### src/pxb_pkg.sv
/*
 Package of the expansion bus and address decode block: map bounds,
 window bases, pin-function bits and timing counts.
 Assumes a 125 MHz system clock.
*/
package pxb_pkg;
	localparam int CLK_MHZ = 125;
	localparam logic [19:0] SRAM_TOP = 20'h7ffff;
	localparam logic [19:0] AUX_BASE = 20'h80000;
	localparam logic [19:0] BOOT_BASE = 20'hc0000;
	localparam logic [7:0] WIN_SEL0 = 8'h08;
	localparam logic [7:0] WIN_SEL1 = 8'h09;
	localparam logic [7:0] WIN_SEL3 = 8'h0b;
	localparam logic [7:0] WIN_RTC = 8'h0d;
	localparam logic [7:0] WIN_ADC = 8'h0e;
	localparam logic [7:0] WIN_CTL = 8'hff;
	localparam int SEL0_BIT = 0;
	localparam int SEL1_BIT = 1;
	localparam logic [1:0] MODE_RESET = 2'h3;
	localparam logic [1:0] DIR_RESET = 2'h3;
	localparam int FLASH_WRITE_US = 5000;
	localparam int FLASH_WRITE_CYC = FLASH_WRITE_US * CLK_MHZ;
	typedef enum logic [1:0] {
		PXB_MEM_SRAM,
		PXB_MEM_AUX,
		PXB_MEM_BOOT
	} pxb_mem_t;
	typedef enum logic [2:0] {
		PXB_IO_NONE,
		PXB_IO_SEL0,
		PXB_IO_SEL1,
		PXB_IO_SEL3,
		PXB_IO_RTC,
		PXB_IO_ADC,
		PXB_IO_CTL
	} pxb_io_t;
endpackage : pxb_pkg

### src/pxb_irq_in.sv
/*
 One external interrupt input: three-stage synchroniser, rising-edge or
 level detection, gated by configuration and mask.
 Assumes the input pin is asynchronous to clk_sys_in.
*/
`timescale 1ns/1ps
module pxb_irq_in (
	input wire logic clk_sys_in, // System clock
	input wire logic arst_n_in, // Async reset, active low
	input wire logic clk_en_in, // Clock enable
	input wire logic pin_in, // Raw interrupt pin
	input wire logic configured_in, // Mode programmed
	input wire logic level_mode_in, // 1 level, 0 edge
	input wire logic mask_in, // 1 masks the input
	input wire logic ack_in, // Clears latched edge request
	output logic req_out // Request to processor
);
	logic [2:0] sync;
	logic stable;
	logic edge_req;

	always_ff @(posedge clk_sys_in or negedge arst_n_in) begin
		if (!arst_n_in) begin
			sync <= 3'h0;
		end else if (clk_en_in) begin
			sync <= {sync[1:0], pin_in};
		end
	end

	always_ff @(posedge clk_sys_in or negedge arst_n_in) begin
		if (!arst_n_in) begin
			stable <= 1'b0;
		end else if (clk_en_in && (sync[1] == sync[2])) begin
			stable <= sync[2];
		end
	end

	// One request per rising edge; a new edge wins over the acknowledge
	always_ff @(posedge clk_sys_in or negedge arst_n_in) begin
		if (!arst_n_in) begin
			edge_req <= 1'b0;
		end else if (clk_en_in) begin
			if (sync[1] && sync[2] && !stable) begin
				edge_req <= 1'b1;
			end else if (ack_in || level_mode_in) begin
				edge_req <= 1'b0;
			end
		end
	end

	always_ff @(posedge clk_sys_in or negedge arst_n_in) begin
		if (!arst_n_in) begin
			req_out <= 1'b0;
		end else if (clk_en_in) begin
			req_out <= configured_in && !mask_in &&
				(level_mode_in ? stable : edge_req);
		end
	end
endmodule : pxb_irq_in

### src/pxb_bus.sv
/*
 Expansion bus and address decode of the embedded computer module:
 memory and I/O decode, multiplexed address/data cycle, shared select
 pins, flash write lockout, external interrupt inputs, DMA gating.
 Assumes a processor-side request port on the same clock; pins that
 come from outside are synchronised inside, except muxed_addr_data_in, which is sampled directly.
*/
`timescale 1ns/1ps
module pxb_bus #(
	parameter int WRITE_CYC = pxb_pkg::FLASH_WRITE_CYC // Flash write time
) (
	input wire logic clk_sys_in, // System clock
	input wire logic arst_n_in, // Async reset, active low
	input wire logic clk_en_in, // Clock enable
	input wire logic req_valid_in, // Processor access request
	output logic req_ready_out, // Request accepted
	input wire logic req_io_in, // 1 I/O space, 0 memory
	input wire logic req_write_in, // 1 write, 0 read
	input wire logic [19:0] req_addr_in, // Access address
	input wire logic [7:0] req_wdata_in, // Write data
	output logic [7:0] rdata_out, // Read data from expansion
	output logic rdata_valid_out, // Read data valid pulse
	output pxb_pkg::pxb_mem_t mem_region_out, // Memory decode
	output pxb_pkg::pxb_io_t io_region_out, // I/O decode
	output logic access_err_out, // Boot read refused pulse
	input wire logic [1:0] port_mode_reg_in, // Mode bits of shared pins
	input wire logic [1:0] port_direction_reg_in, // Direction bits
	input wire logic [1:0] gpio_out_in, // GPIO value for shared pins
	output logic [1:0] gpio_in_out, // Synchronised shared pin level
	output logic [7:0] muxed_addr_data_out, // Bus data/address out
	output logic muxed_addr_data_oe_out, // High while driving
	input wire logic [7:0] muxed_addr_data_in, // Bus data in
	output logic addr_latch_en_out, // Address latch enable
	output logic read_n_out, // Read strobe, active low
	output logic write_n_out, // Write strobe, active low
	output logic [2:0] low_addr_out, // Low address lines
	output logic expansion_select_zero_n_out, // Select zero pin
	output logic expansion_select_one_n_out, // Select one pin
	output logic [1:0] select_pin_oe_out, // Shared pin drive enables
	output logic board_select_three_n_out, // On-board select three
	output logic expansion_reset_n_out, // Reset to expansion
	input wire logic ext_irq_zero_in, // Interrupt pin zero
	input wire logic ext_irq_one_in, // Interrupt pin one
	input wire logic [1:0] irq_configured_in, // Mode programmed
	input wire logic [1:0] irq_level_mode_in, // 1 level, 0 edge
	input wire logic [1:0] irq_mask_in, // 1 masks input
	input wire logic [1:0] irq_ack_in, // Acknowledge edge request
	input wire logic cpu_int_en_in, // Processor interrupt enable
	output logic [1:0] irq_req_out, // Requests after lockout
	input wire logic general_line_one_in, // DMA request line one
	input wire logic general_line_two_in, // DMA request line two
	input wire logic [1:0] dma_alt_fn_in, // Lines in alternate function
	output logic [1:0] dma_req_out, // Hardware DMA requests
	output logic flash_busy_out // Flash write in progress
);
	import pxb_pkg::*;

	if (WRITE_CYC < 1) begin : g_bad_write_cyc
		$error("WRITE_CYC must be at least one");
	end

	typedef enum logic [2:0] {
		PXB_IDLE,
		PXB_ADDR,
		PXB_HOLD,
		PXB_STROBE,
		PXB_END
	} pxb_state_t;

	pxb_state_t state;
	logic [31:0] flash_cnt;
	logic cyc_write;
	logic [7:0] cyc_addr;
	logic [7:0] cyc_data;
	logic [1:0] cyc_sel;
	logic [1:0] sel_fn;
	logic [1:0] irq_raw;
	logic [2:0] dma_sync [2];
	logic [2:0] rst_sync;
	pxb_mem_t mem_dec;
	pxb_io_t io_dec;
	logic is_boot;
	logic is_exp;
	logic blocked;
	logic accept;

	// Memory decode
	always_comb begin
		if (req_addr_in <= SRAM_TOP) begin
			mem_dec = PXB_MEM_SRAM;
		end else if (req_addr_in < BOOT_BASE) begin
			mem_dec = PXB_MEM_AUX;
		end else begin
			mem_dec = PXB_MEM_BOOT;
		end
	end

	// I/O decode on the high byte of a 16-bit port address
	always_comb begin
		case (req_addr_in[15:8])
			WIN_SEL0: io_dec = PXB_IO_SEL0;
			WIN_SEL1: io_dec = PXB_IO_SEL1;
			WIN_SEL3: io_dec = PXB_IO_SEL3;
			WIN_RTC: io_dec = PXB_IO_RTC;
			WIN_ADC: io_dec = PXB_IO_ADC;
			WIN_CTL: io_dec = PXB_IO_CTL;
			default: io_dec = PXB_IO_NONE;
		endcase
	end

	// A pin is a select only after both its mode and direction bits clear
	assign sel_fn[SEL0_BIT] = !port_mode_reg_in[SEL0_BIT] &&
		!port_direction_reg_in[SEL0_BIT];
	assign sel_fn[SEL1_BIT] = !port_mode_reg_in[SEL1_BIT] &&
		!port_direction_reg_in[SEL1_BIT];

	assign is_boot = !req_io_in && (mem_dec == PXB_MEM_BOOT);
	assign is_exp = req_io_in && ((io_dec == PXB_IO_SEL0 && sel_fn[0]) ||
		(io_dec == PXB_IO_SEL1 && sel_fn[1]));
	assign blocked = is_boot && flash_busy_out && !req_write_in;
	assign accept = req_valid_in && clk_en_in && !blocked &&
		(state == PXB_IDLE);
	assign req_ready_out = (state == PXB_IDLE) && !blocked;

	always_ff @(posedge clk_sys_in or negedge arst_n_in) begin
		if (!arst_n_in) begin
			mem_region_out <= PXB_MEM_SRAM;
			io_region_out <= PXB_IO_NONE;
			access_err_out <= 1'b0;
			board_select_three_n_out <= 1'b1;
		end else if (clk_en_in) begin
			mem_region_out <= mem_dec;
			io_region_out <= req_io_in ? io_dec : PXB_IO_NONE;
			access_err_out <= req_valid_in && blocked;
			board_select_three_n_out <= !(accept && req_io_in &&
				io_dec == PXB_IO_SEL3);
		end
	end

	// Flash write timer; boot reads stall while it runs
	always_ff @(posedge clk_sys_in or negedge arst_n_in) begin
		if (!arst_n_in) begin
			flash_cnt <= 32'h0;
			flash_busy_out <= 1'b0;
		end else if (clk_en_in) begin
			if (accept && is_boot && req_write_in) begin
				flash_cnt <= 32'(WRITE_CYC - 1);
				flash_busy_out <= 1'b1;
			end else if (flash_cnt != 32'h0) begin
				flash_cnt <= flash_cnt - 32'h1;
			end else begin
				flash_busy_out <= 1'b0;
			end
		end
	end

	// Expansion cycle: address phase, hold, strobe, release
	always_ff @(posedge clk_sys_in or negedge arst_n_in) begin
		if (!arst_n_in) begin
			state <= PXB_IDLE;
			cyc_write <= 1'b0;
			cyc_addr <= 8'h0;
			cyc_data <= 8'h0;
			cyc_sel <= 2'h0;
		end else if (clk_en_in) begin
			case (state)
				PXB_IDLE: begin
					if (accept && is_exp) begin
						cyc_write <= req_write_in;
						cyc_addr <= req_addr_in[7:0];
						cyc_data <= req_wdata_in;
						cyc_sel <= {io_dec == PXB_IO_SEL1,
							io_dec == PXB_IO_SEL0};
						state <= PXB_ADDR;
					end
				end
				PXB_ADDR: state <= PXB_HOLD;
				PXB_HOLD: state <= PXB_STROBE;
				PXB_STROBE: state <= PXB_END;
				PXB_END: state <= PXB_IDLE;
				default: state <= PXB_IDLE;
			endcase
		end
	end

	// Pin drivers, all registered
	always_ff @(posedge clk_sys_in or negedge arst_n_in) begin
		if (!arst_n_in) begin
			muxed_addr_data_out <= 8'h0;
			muxed_addr_data_oe_out <= 1'b0;
			addr_latch_en_out <= 1'b0;
			read_n_out <= 1'b1;
			write_n_out <= 1'b1;
			low_addr_out <= 3'h0;
		end else if (clk_en_in) begin
			addr_latch_en_out <= (state == PXB_IDLE) && accept && is_exp;
			if (state == PXB_IDLE && accept && is_exp) begin
				muxed_addr_data_out <= req_addr_in[7:0];
				muxed_addr_data_oe_out <= 1'b1;
				low_addr_out <= req_addr_in[2:0];
			end else if (state == PXB_ADDR) begin
				muxed_addr_data_out <= cyc_data;
				muxed_addr_data_oe_out <= cyc_write;
				read_n_out <= cyc_write;
				write_n_out <= !cyc_write;
			end else if (state == PXB_STROBE) begin
				read_n_out <= 1'b1;
				write_n_out <= 1'b1;
			end else if (state == PXB_END) begin
				muxed_addr_data_oe_out <= 1'b0;
			end
		end
	end

	always_ff @(posedge clk_sys_in or negedge arst_n_in) begin
		if (!arst_n_in) begin
			rdata_out <= 8'h0;
			rdata_valid_out <= 1'b0;
		end else if (clk_en_in) begin
			rdata_valid_out <= (state == PXB_STROBE) && !cyc_write;
			if (state == PXB_STROBE && !cyc_write) begin
				rdata_out <= muxed_addr_data_in;
			end
		end
	end

	// Shared pins: select function or GPIO output, never both
	always_ff @(posedge clk_sys_in or negedge arst_n_in) begin
		if (!arst_n_in) begin
			expansion_select_zero_n_out <= 1'b1;
			expansion_select_one_n_out <= 1'b1;
			select_pin_oe_out <= 2'h0;
		end else if (clk_en_in) begin
			select_pin_oe_out <= sel_fn | ~port_direction_reg_in;
			expansion_select_zero_n_out <= sel_fn[0] ?
				!(cyc_sel[0] && state != PXB_IDLE) : gpio_out_in[0];
			expansion_select_one_n_out <= sel_fn[1] ?
				!(cyc_sel[1] && state != PXB_IDLE) : gpio_out_in[1];
		end
	end

	// Reset output follows system reset, released synchronously
	always_ff @(posedge clk_sys_in or negedge arst_n_in) begin
		if (!arst_n_in) begin
			rst_sync <= 3'h0;
		end else begin
			rst_sync <= {rst_sync[1:0], 1'b1};
		end
	end
	assign expansion_reset_n_out = rst_sync[2];

	for (genvar i = 0; i < 2; i++) begin : g_irq
		pxb_irq_in u_irq (
			.clk_sys_in(clk_sys_in),
			.arst_n_in(arst_n_in),
			.clk_en_in(clk_en_in),
			.pin_in(i == 0 ? ext_irq_zero_in : ext_irq_one_in),
			.configured_in(irq_configured_in[i]),
			.level_mode_in(irq_level_mode_in[i]),
			.mask_in(irq_mask_in[i]),
			.ack_in(irq_ack_in[i]),
			.req_out(irq_raw[i])
		);
	end

	// Interrupts held off while the flash is being written
	assign irq_req_out = (cpu_int_en_in && !flash_busy_out) ?
		irq_raw : 2'h0;

	// Hardware DMA only from lines one and two; none from the bus
	always_ff @(posedge clk_sys_in or negedge arst_n_in) begin
		if (!arst_n_in) begin
			dma_sync[0] <= 3'h0;
			dma_sync[1] <= 3'h0;
			dma_req_out <= 2'h0;
			gpio_in_out <= 2'h0;
		end else if (clk_en_in) begin
			dma_sync[0] <= {dma_sync[0][1:0], general_line_one_in};
			dma_sync[1] <= {dma_sync[1][1:0], general_line_two_in};
			for (int i = 0; i < 2; i++) begin
				// Leaving the alternate function drops a request at once
				if (dma_sync[i][1] == dma_sync[i][2]) begin
					dma_req_out[i] <= dma_sync[i][2] && dma_alt_fn_in[i];
				end else if (!dma_alt_fn_in[i]) begin
					dma_req_out[i] <= 1'b0;
				end
			end
			gpio_in_out <= {expansion_select_one_n_out,
				expansion_select_zero_n_out};
		end
	end
endmodule : pxb_bus

### config.mk
export PLATFORM = sky130hd
export DESIGN_NAME = pxb_bus
export DESIGN_NICKNAME = d
export VERILOG_FILES = /design/src/pxb_pkg.sv /design/src/pxb_irq_in.sv /design/src/pxb_bus.sv
export SDC_FILE = /design/constraint.sdc
export NUM_CORES = 1
export LEC_CHECK = 0
export CORE_ASPECT_RATIO = 0.6
export CORE_UTILIZATION = 40
export CTS_CLUSTER_SIZE = 28
export DETAILED_ROUTE_END_ITERATION = 10
export DONT_BUFFER_PORTS = 1
export GPL_TIMING_DRIVEN = 0
export PLACE_DENSITY = 0.57
export REMOVE_ABC_BUFFERS = 1
export SKIP_CTS_REPAIR_TIMING = 1
export SYNTH_ARGS = -nofsm -noshare
export SYNTH_HDL_FRONTEND = slang
export SYNTH_HIERARCHICAL = 1
export SYNTH_SLANG_ARGS = --single-unit
### constraint.sdc
create_clock -name clk_sys_in -period 2.55 [get_ports clk_sys_in]
set_input_delay 0.1275 -clock clk_sys_in [delete_from_list [all_inputs] [get_ports clk_sys_in]]
set_output_delay 0.1275 -clock clk_sys_in [all_outputs]
set_load 0.05 [all_outputs]
==> flow_summary.toml, run 1 <==
[worst_setup_path]
timing.rr.start = "flash_cnt[13]$_DFFE_PN0P_"
worstPathCellList = "or4_4, nor4_4, o211ai_1, buf_4, buf_4, or4_1, a21oi_1"
cp_common_cell = "buf_4"
startpoint_type = "register"
crit_path_end_kind = "register"
slowest_delay_ns = 0.59
worst-r2r-setup-slack_ns = 0.12
critPathArrivalTime_ns = 2.71
cp.required_ns = 2.83
path_buf_inv = 2
crit_start = "flash_cnt[13]$_DFFE_PN0P_"
crit_family = "simple AND/OR/NAND/NOR gates"
cp_max_fo = 6
critPathSlowestCell = "or4_4"
worstSetupPathType = "register to register"

[placement]
portBuffers = 0
placed_area_sq_mm = 0.00518
place_ws_ns = -0.462
hpwl_microns = 7470
routabilityCongestion = 0.793

[clock_tree]
clkSinkCount = 107
cts_tree = "done"
htree_levels = 3
root_buffer = "clkbuf_16"
cts.path.max_buffers = 2
numCtsBuffers = 9
worstSkewPairLatency_ns = 0.35
clkSlewWorstSetupHoldPaths_ns = 0.07

[synthesis]
async_reset_ff_share_pct = 100
yosys.area.top_type = "dfrtp_1"
avgSynthCellArea_sq_um = 11.2
yosysWarnings = 6
synth.top_cells.by_area = "dfrtp_1, mux2_2, o21ai_0"
netlist_area_sq_mm = 0.00501
synth.distinct_cells = 60
synth_edf_count = 0
synth_cells = 449
synth_seq_area_share_pct = 53.5
synth_top_area_share_pct = 50.9
synthFlopType = "dfrtp_1"
synth_seq_cells = 107

[timing]
min_period_over_period_pct = 95.2
hold_ws_ns = -0.535
worst_slack_ns = 0.122
slew_headroom_pct = 37.7
final.min_clock_period_ns = 2.43
fin_skew_ns = 0.00739
hold_viol_final = 109
tightestPinTransition_ns = 0.931
setup_viol = 0
slew_violations = 0
max_freq_mhz = 412

[die]
placementRows = 31
die_area_sq_mm = 0.0130
start_util_pct = 41.3
core_sq_mm = 0.0121
dieWidth_microns = 147
num_io_pins = 107
die_y_microns = 88.7

[grt]
grt_pass1_wl_microns = 16900
grt_max_degree = 108
antenna_found_initial = 0
grt_usage_pct = 16.7
grt_pass1_vias = 3358
grt_overflow = 0

[final_layout]
areaGrowthSynthToFinish_pct = 23.8
drive_gt1_share_pct = 18.5
final_common_cell = "dfrtp_1"
finalInstanceArea_sq_mm = 0.00621
final-seq-area_sq_mm = 0.00268
final_cell_mix = "dfrtp_1, dlygate4sd3_1, mux2_2"
multi_input_area_sq_mm = 0.00222
n_fill_cell = 1066
n_antenna_cell = 0
fin_nets = 579

[run_status]
violations = "hold timing"
status = "finished with violations"

[pwr]
p_per_area_mw_per_mm2 = 987
max-vdd-ir-drop_v = 0.000527
power.total_w = 0.00613
power.leakage_nw = 2.71

[job]
maxCapViolations = 0

[drt]
dr.first_iter.drc_count = 216
post_drt_via_cell_ratio = 5.57
ant_nets = 0
drc = 0
drt_wl_total_microns = 11700
dr.pass1.iters = 5
vias = 3802
wl_per_cell_microns = 17.1

[hold_path]
hold_path.class = "input pin to async pin"
## worst reg2reg max path, stage by stage, from the launching register on
cell and delay [ns]:
dfrtp_1 0.40, or4_4 0.59, nor4_4 0.34, o211ai_1 0.17, buf_4 0.20, buf_4 0.14, or4_1 0.39, a21oi_1 0.14
## state kept, by name, indices dropped and copies added, names as in the netlist, 2 cells and up
signal,count
flash_cnt,32
cyc_data,8
muxed_addr_data_out,8
rdata_out,8
dma_sync,6
g_irq.u_irq/sync,6
io_region_out,3
low_addr_out,3
rst_sync,3
state,3
cyc_sel,2
dma_req_out,2
g_irq.u_irq/edge_req,2
g_irq.u_irq/req_out,2
g_irq.u_irq/stable,2
gpio_in_out,2
mem_region_out,2
select_pin_oe_out,2
## kinds of logic after synthesis
logic type,synth area share (%)
compound gates,13.2
xor+xnor,1.57
fa+ha+maj,0.749
buf+inv,3.22
flops,53.5
mux,10.5
other cells,0.0748
simple gates,17.2
## through the flow
stage          cells  hold WS (ns)  setup TNS [ns]  util [%]
2_1_floorplan    429        -0.168               0         -
3_3_place_gp     594        -0.166          -35.48      42.2
3_5_place_dp     598        -0.167           -3.77      42.6
4_1_cts          614        -0.554           -4.09      45.2
5_1_grt          683        -0.560         -0.0300      51.1
6_report         683        -0.535               0      51.1
## cell type report
| class | instances | share of cell area (%) |
|---|---|---|
| clock buffers | 9 | 3.63 |
| well taps | 165 | 3.33 |
| inverters | 16 | 0.968 |
| flip-flops and latches | 107 | 43.2 |
| multi-input cells | 306 | 35.8 |
| clock inverters | 7 | 1.45 |
| repair buffers | 73 | 11.6 |
## metal layers
metal / global-route usage, % / share of wire, % / up-vias
met5: 0 / 0 / -
met4: 5.68 / 0.53 / 0
met3: 5.88 / 6.9 / 7
met2: 24.2 / 45 / 135
met1: 23.1 / 48 / 1864
li1: - / - / 1796
## cell usage after synthesis, drive strengths merged (2+ instances only)
cell / n
a21o: 5
a21oi: 26
a22o: 5
a22oi: 2
a31oi: 2
a32o: 2
and3: 3
and3b: 2
buf: 9
clkbuf: 11
dfrtp: 102
dfstp: 5
ha: 3
inv: 16
mux2: 37
mux2i: 10
nand2: 24
nand2b: 2
nand3: 10
nand3b: 4
nand4: 9
nor2: 28
nor2b: 5
nor3: 10
nor3b: 3
nor4: 12
o211ai: 6
o21ai: 30
o2bb2ai: 3
o311ai: 2
o31ai: 8
o32ai: 2
o41ai: 2
or3: 14
or4: 12
or4b: 2
xnor2: 4
xor2: 5
## path summary, 6_finish.rpt
kind                       cells after the start                                 end
setup / recovery                               7           flash_cnt[23]$_DFFE_PN0P_
hold / removal                                 0  muxed_addr_data_out[3]$_DFFE_PN0P_
setup reg to reg                               7           flash_cnt[23]$_DFFE_PN0P_
hold reg to reg                                0               rst_sync[1]$_DFF_PN0_
max in group asynchronous                      0              read_n_out$_DFFE_PN1P_
min in group clk_sys_in                        2              read_n_out$_DFFE_PN1P_
## power by group
part	internal (W)	total [W]	switching [W]
logic	0.000794	0.00173	0.000937
registers	0.00209	0.00293	0.000846
clock network	0.000791	0.00146	0.000673
total	0.00367	0.00613	0.00246
No activity file was read; power rests on OpenSTA's default activity.
==> inputs of run 2 (changes only) <==
Settings changed: PLACE_DENSITY 0.57 to 0.55, SETUP_SLACK_MARGIN set to 0.02, SYNTH_HIERARCHICAL 1 to unset.
Clock period 2.55 ns to 2.25 ns, I/O delays scaled along.
==> flow_summary.toml, run 2 <==
[run_status]
status = "finished with violations"
violations = "hold timing, setup timing"

[final_layout]
largest-register = "flash_cnt"
areaGrowthSynthToFinish_pct = 28.0
final_cell_mix = "dfrtp_1, mux2_2, dlygate4sd3_1"
largest_reg_flops = 32
n_fill_cell = 1057
utilization_pct = 53.7
final_common_cell = "dfrtp_1"
fin_nets = 600
multi_input_area_sq_mm = 0.00263
final-seq-area_sq_mm = 0.00269
n_antenna_cell = 0
drive_gt1_share_pct = 28.8

[worst_setup_path]
crit_cells = 6
startpoint_type = "register"
cp.required_ns = 2.53
path_buf_inv = 1
critPathArrivalTime_ns = 2.60
cp_max_fo = 8
worstPathCellList = "or4_4, nor4_4, buf_6, nand2_2, or4b_1, a21oi_2"
critPathSlowestCell = "or4_4"
regToRegEndpoint = "flash_cnt[21]$_DFFE_PN0P_"
reg2reg_depth = 6
timing.rr.start = "flash_cnt[4]$_DFFE_PN0P_"
crit_family = "simple AND/OR/NAND/NOR gates"
worstSetupPathType = "register to register"
slowest_delay_ns = 0.59
crit_path_end_kind = "register"
worst-r2r-setup-slack_ns = -0.08

[die]
placementRows = 31
die_area_sq_mm = 0.0134
dieWidth_microns = 149
num_io_pins = 107
start_util_pct = 42.0
die_y_microns = 90.0
core_sq_mm = 0.0123

[drt]
wl_per_cell_microns = 18.8
drc = 0
ant_nets = 0
post_drt_via_cell_ratio = 5.87
dr.first_iter.drc_count = 246
vias = 4131
dr.pass1.iters = 5
drt_wl_total_microns = 13200

[synthesis]
synthAdderAreaFrac_pct = 0.727
synth_compound_area_share_pct = 11.6
yosys.cell_count.top_type = "dfrtp_1"
synthSimpleGateAreaFrac_pct = 20.5
synth_seq_cells = 107
synth_edf_count = 0
synth_xor_area_share_pct = 0.339
synth_top_area_share_pct = 49.5
netlist_area_sq_mm = 0.00516
synth_cells = 464
synth_top_family_by_area = "simple AND/OR/NAND/NOR gates"
async_reset_ff_share_pct = 100
synthMuxAreaShare_pct = 12.5
synth.top_cells.by_area = "dfrtp_1, mux2_2, o21ai_0"
yosys.area.top_type = "dfrtp_1"
synth.distinct_cells = 65
yosysWarnings = 0
avgSynthCellArea_sq_um = 11.1
synthFlopType = "dfrtp_1"
netlist_top_cells_count = "dfrtp_1, mux2_2, nand2_1, o21ai_0, a21oi_1"
synth_seq_area_share_pct = 52.0

[grt]
grt_pass1_wl_microns = 19300
grt_usage_pct = 18.3
grt_max_degree = 108
antenna_found_initial = 0
grt_overflow = 0
grt_pass1_vias = 3626

[job]
maxCapViolations = 0

[placement]
portBuffers = 0
hpwl_microns = 8120
place_ws_ns = -0.789
routabilityCongestion = 0.810

[clock_tree]
clkSinkCount = 107
clkSlewWorstSetupHoldPaths_ns = 0.07
root_buffer = "clkbuf_16"
cts_tree = "done"
worstSkewPairLatency_ns = 0.35
htree_levels = 3
cts.path.max_buffers = 2
numCtsBuffers = 9

[timing]
rsz0062_at_grt = "yes"
hold_ws_ns = -0.542
slew_violations = 0
fin_skew_ns = 0.00540
max_freq_mhz = 430
final.min_clock_period_ns = 2.33
min_period_over_period_pct = 103
slew_headroom_pct = 42.5
tightestPinTransition_ns = 0.856
hold_viol_final = 113
setup_viol = 21
worst_slack_ns = -0.0770

[pwr]
max-vdd-ir-drop_v = 0.000618
p_per_area_mw_per_mm2 = 959
p_sw_w = 0.00241
p_clk_share_pct = 25.9
p_sw_share_pct = 38.1
intPower_w = 0.00392
p_comb_share_pct = 22.5
power.leakage_nw = 2.77
pwr-share-seq_pct = 51.7

[hold_path]
hold_path.class = "input pin to async pin"
-- run 2: cell families after synthesis --
family	Yosys count
AO/OA/AOI/OAI	94
XOR/XNOR	2
adder cells (fa/ha/maj)	3
buffers and inverters	29
flip-flops	107
multiplexers	58
other	1
AND/OR/NAND/NOR	170
-- run 2: per-stage QoR --
stage	setup TNS (ns)	total power [W]	cell area (sq um)	std cells
finish	-0.552	0.00633	6600	704
global route	-2.80	0.00664	6600	704
CTS	-22.60	0.00597	5630	628
detailed placement	-21.56	0.00432	5320	612
global placement	-25.53	0.00427	5290	611
floorplan	-2.13	0.00401	5090	446
-- run 2: worst max-delay path by stage --
stage                              start                   endpoint  slack [ns]
5_1_grt         flash_cnt[4]$_DFFE_PN0P_  flash_cnt[21]$_DFFE_PN0P_       -0.18
4_1_cts        flash_cnt[16]$_DFFE_PN0P_   flash_cnt[6]$_DFFE_PN0P_       -0.80
2_1_floorplan       state[1]$_DFFE_PN0P_  flash_cnt[18]$_DFFE_PN0P_       -0.34
3_5_place_dp   flash_cnt[14]$_DFFE_PN0P_   flash_cnt[6]$_DFFE_PN0P_       -0.79
6_report        flash_cnt[4]$_DFFE_PN0P_  flash_cnt[21]$_DFFE_PN0P_       -0.08
3_3_place_gp        state[1]$_DFFE_PN0P_  flash_cnt[18]$_DFFE_PN0P_       -1.12
-- run 2: worst register-to-register path, stage by stage (launching register included) --
cell     delay [ns]
dfrtp_2        0.45
or4_4          0.59
nor4_4         0.25
buf_6          0.19
nand2_2        0.10
or4b_1         0.54
a21oi_2        0.15
-- run 2: final cells by class --
cell class	count	area share, %
inverters	11	0.625
clock inverters	7	1.29
repair buffers	75	11.0
flip-flops and latches	107	40.7
clock buffers	9	3.41
well taps	165	3.13
multi-input cells	330	39.8
-- run 2: routing by layer --
layer | wire length [microns] | track usage [%] | vias to the layer above
met3 | 874 | 5.03 | 13
met5 | 0 | 0 | -
met4 | 131 | 4.47 | 0
met2 | 5770 | 25.2 | 135
li1 | - | - | 1892
met1 | 6470 | 28.1 | 2091
-- run 2: power by group through the flow --
| stage | Combinational (W) | Sequential [W] | Clock (W) |
|---|---|---|---|
| final | 0.00142 | 0.00327 | 0.00164 |
| after global routing | 0.00156 | 0.00334 | 0.00174 |
| after CTS | 0.00110 | 0.00320 | 0.00168 |
| after detailed placement | 0.00109 | 0.00323 | 0 |
| after global placement | 0.00105 | 0.00322 | 0 |
| after floorplan | 0.000900 | 0.00311 | 0 |
==> inputs of run 3 (changes only) <==
Settings changed: CORE_MARGIN set to 4.
==> flow_summary.toml, run 3 (synthesis results as in run 2) <==
[timing]
slew_violations = 0
setup_viol = 27
max_freq_mhz = 433
setup_tns_ns = -0.780
hold_viol_final = 112
fin_skew_ns = 0.00506
hold_ws_ns = -0.545
min_period_over_period_pct = 103
final.min_clock_period_ns = 2.31
slew_headroom_pct = 20.2
worst_slack_ns = -0.0575
tightestPinTransition_ns = 1.19
rsz0062_at_grt = "yes"

[placement]
place_ws_ns = -0.831
portBuffers = 0
hpwl_microns = 8800
numPlacedInstances = 612
routabilityCongestion = 0.819

[drt]
wl_per_cell_microns = 19.8
vias = 4148
drt_wl_total_microns = 14100
dr.pass1.iters = 4
post_drt_via_cell_ratio = 5.82
dr.first_iter.drc_count = 260
ant_nets = 0
drc = 0

[clock_tree]
cts.path.max_buffers = 2
root_buffer = "clkbuf_16"
numCtsBuffers = 9
htree_levels = 3
clkSinkCount = 107
cts_tree = "done"
clkSlewWorstSetupHoldPaths_ns = 0.07
worstSkewPairLatency_ns = 0.35

[final_layout]
drive_gt1_share_pct = 29.7
largest-register = "flash_cnt"
final_cell_mix = "dfrtp_1, mux2_2, dlygate4sd3_1"
areaGrowthSynthToFinish_pct = 28.3
utilization_pct = 53.7
final_common_cell = "dfrtp_1"
largest_reg_flops = 32
fin_nets = 609
instances_no_fill = 713
n_antenna_cell = 0

[die]
die_y_microns = 96.0
dieWidth_microns = 155
placementRows = 31
core_sq_mm = 0.0123
num_io_pins = 107
start_util_pct = 41.8
die_area_sq_mm = 0.0148

[hold_path]
hold_path.class = "input pin to async pin"

[grt]
grt_pass1_vias = 3730
grt_overflow = 0
grt_pass1_wl_microns = 20200
grt_usage_pct = 17.0
grt_max_degree = 108
antenna_found_initial = 0

[worst_setup_path]
critPathArrivalTime_ns = 2.59
startpoint_type = "register"
worstSetupPathType = "register to register"
crit_path_end_kind = "register"
cp.required_ns = 2.53
cp_max_fo = 7

[pwr]
p_per_area_mw_per_mm2 = 962
max-vdd-ir-drop_v = 0.000495
power.leakage_nw = 2.80
power.total_w = 0.00637

[run_status]
status = "finished with violations"
violations = "hold timing, setup timing"

[job]
maxCapViolations = 0
-- run 3: cell count changes in the layout (fill, tap and decap cells not counted), moves of 2 or more --
cell	delta
or2_4	+2
a21oi_2	-2
buf_4	+6
or3_4	-2
inv_2	+2
a21oi_1	+2
or3_1	+2
inv_1	-2
buf_6	+3
or2_1	-2
-- run 3: routing by layer --
layer | wire length, microns | up-vias | global-route usage (%)
met4 | 95 | 0 | 3.09
met5 | 0 | - | 0
met1 | 6700 | 2106 | 25.4
met2 | 6300 | 114 | 24.7
met3 | 994 | 10 | 5.08
li1 | - | 1918 | -
-- run 3: cell type report --
cell class              count  area, sq um
repair buffers             82          768
clock buffers              10          239
flip-flops and latches    107         2690
clock inverters             6         67.6
multi-input cells         332         2610
well taps                 165          206
fillers                  1084         5720
inverters                  11         41.3
-- run 3: worst paths after layout --
kind / depth (start not counted) / startpoint / slack, ns / endpoint
setup / recovery: 5 / state[0]$_DFFE_PN0P_ / -0.06 / flash_cnt[21]$_DFFE_PN0P_
hold / removal: 0 / arst_n_in / -0.54 / g_irq[1].u_irq.sync[1]$_DFFE_PN0P_
setup reg to reg: 5 / state[0]$_DFFE_PN0P_ / -0.06 / flash_cnt[21]$_DFFE_PN0P_
hold reg to reg: 0 / rst_sync[1]$_DFF_PN0_ / 0.35 / rst_sync[2]$_DFF_PN0_
max in group asynchronous: 0 / arst_n_in / 2.52 / expansion_select_zero_n_out$_DFFE_PN1P_
min in group clk_sys_in: 3 / clk_en_in / -0.03 / g_irq[0].u_irq.edge_req$_DFFE_PN0P_
-- run 3: metrics by stage --
stage                     hold WS (ns)  instance area [sq um]
after floorplan                 -0.183                   5090
after global placement          -0.179                   5290
after detailed placement        -0.179                   5320
after CTS                       -0.554                   5620
after global routing            -0.564                   6620
final                           -0.545                   6620
-- run 3: where the power goes --
| part | leakage (nW) | switching (W) | internal (W) |
|---|---|---|---|
| Clock | 0.150 | 0.000767 | 0.000815 |
| Combinational | 1.28 | 0.000734 | 0.000768 |
| Sequential | 1.36 | 0.000958 | 0.00232 |
| Total | 2.80 | 0.00246 | 0.00391 |
-- run 3: worst max-delay path, stage by stage, from the launching register on --
cell	delay, ns
dfrtp_2	0.45
or4b_4	0.61
nor2_4	0.16
o41a_1	0.37
or4b_4	0.51
a21oi_2	0.13
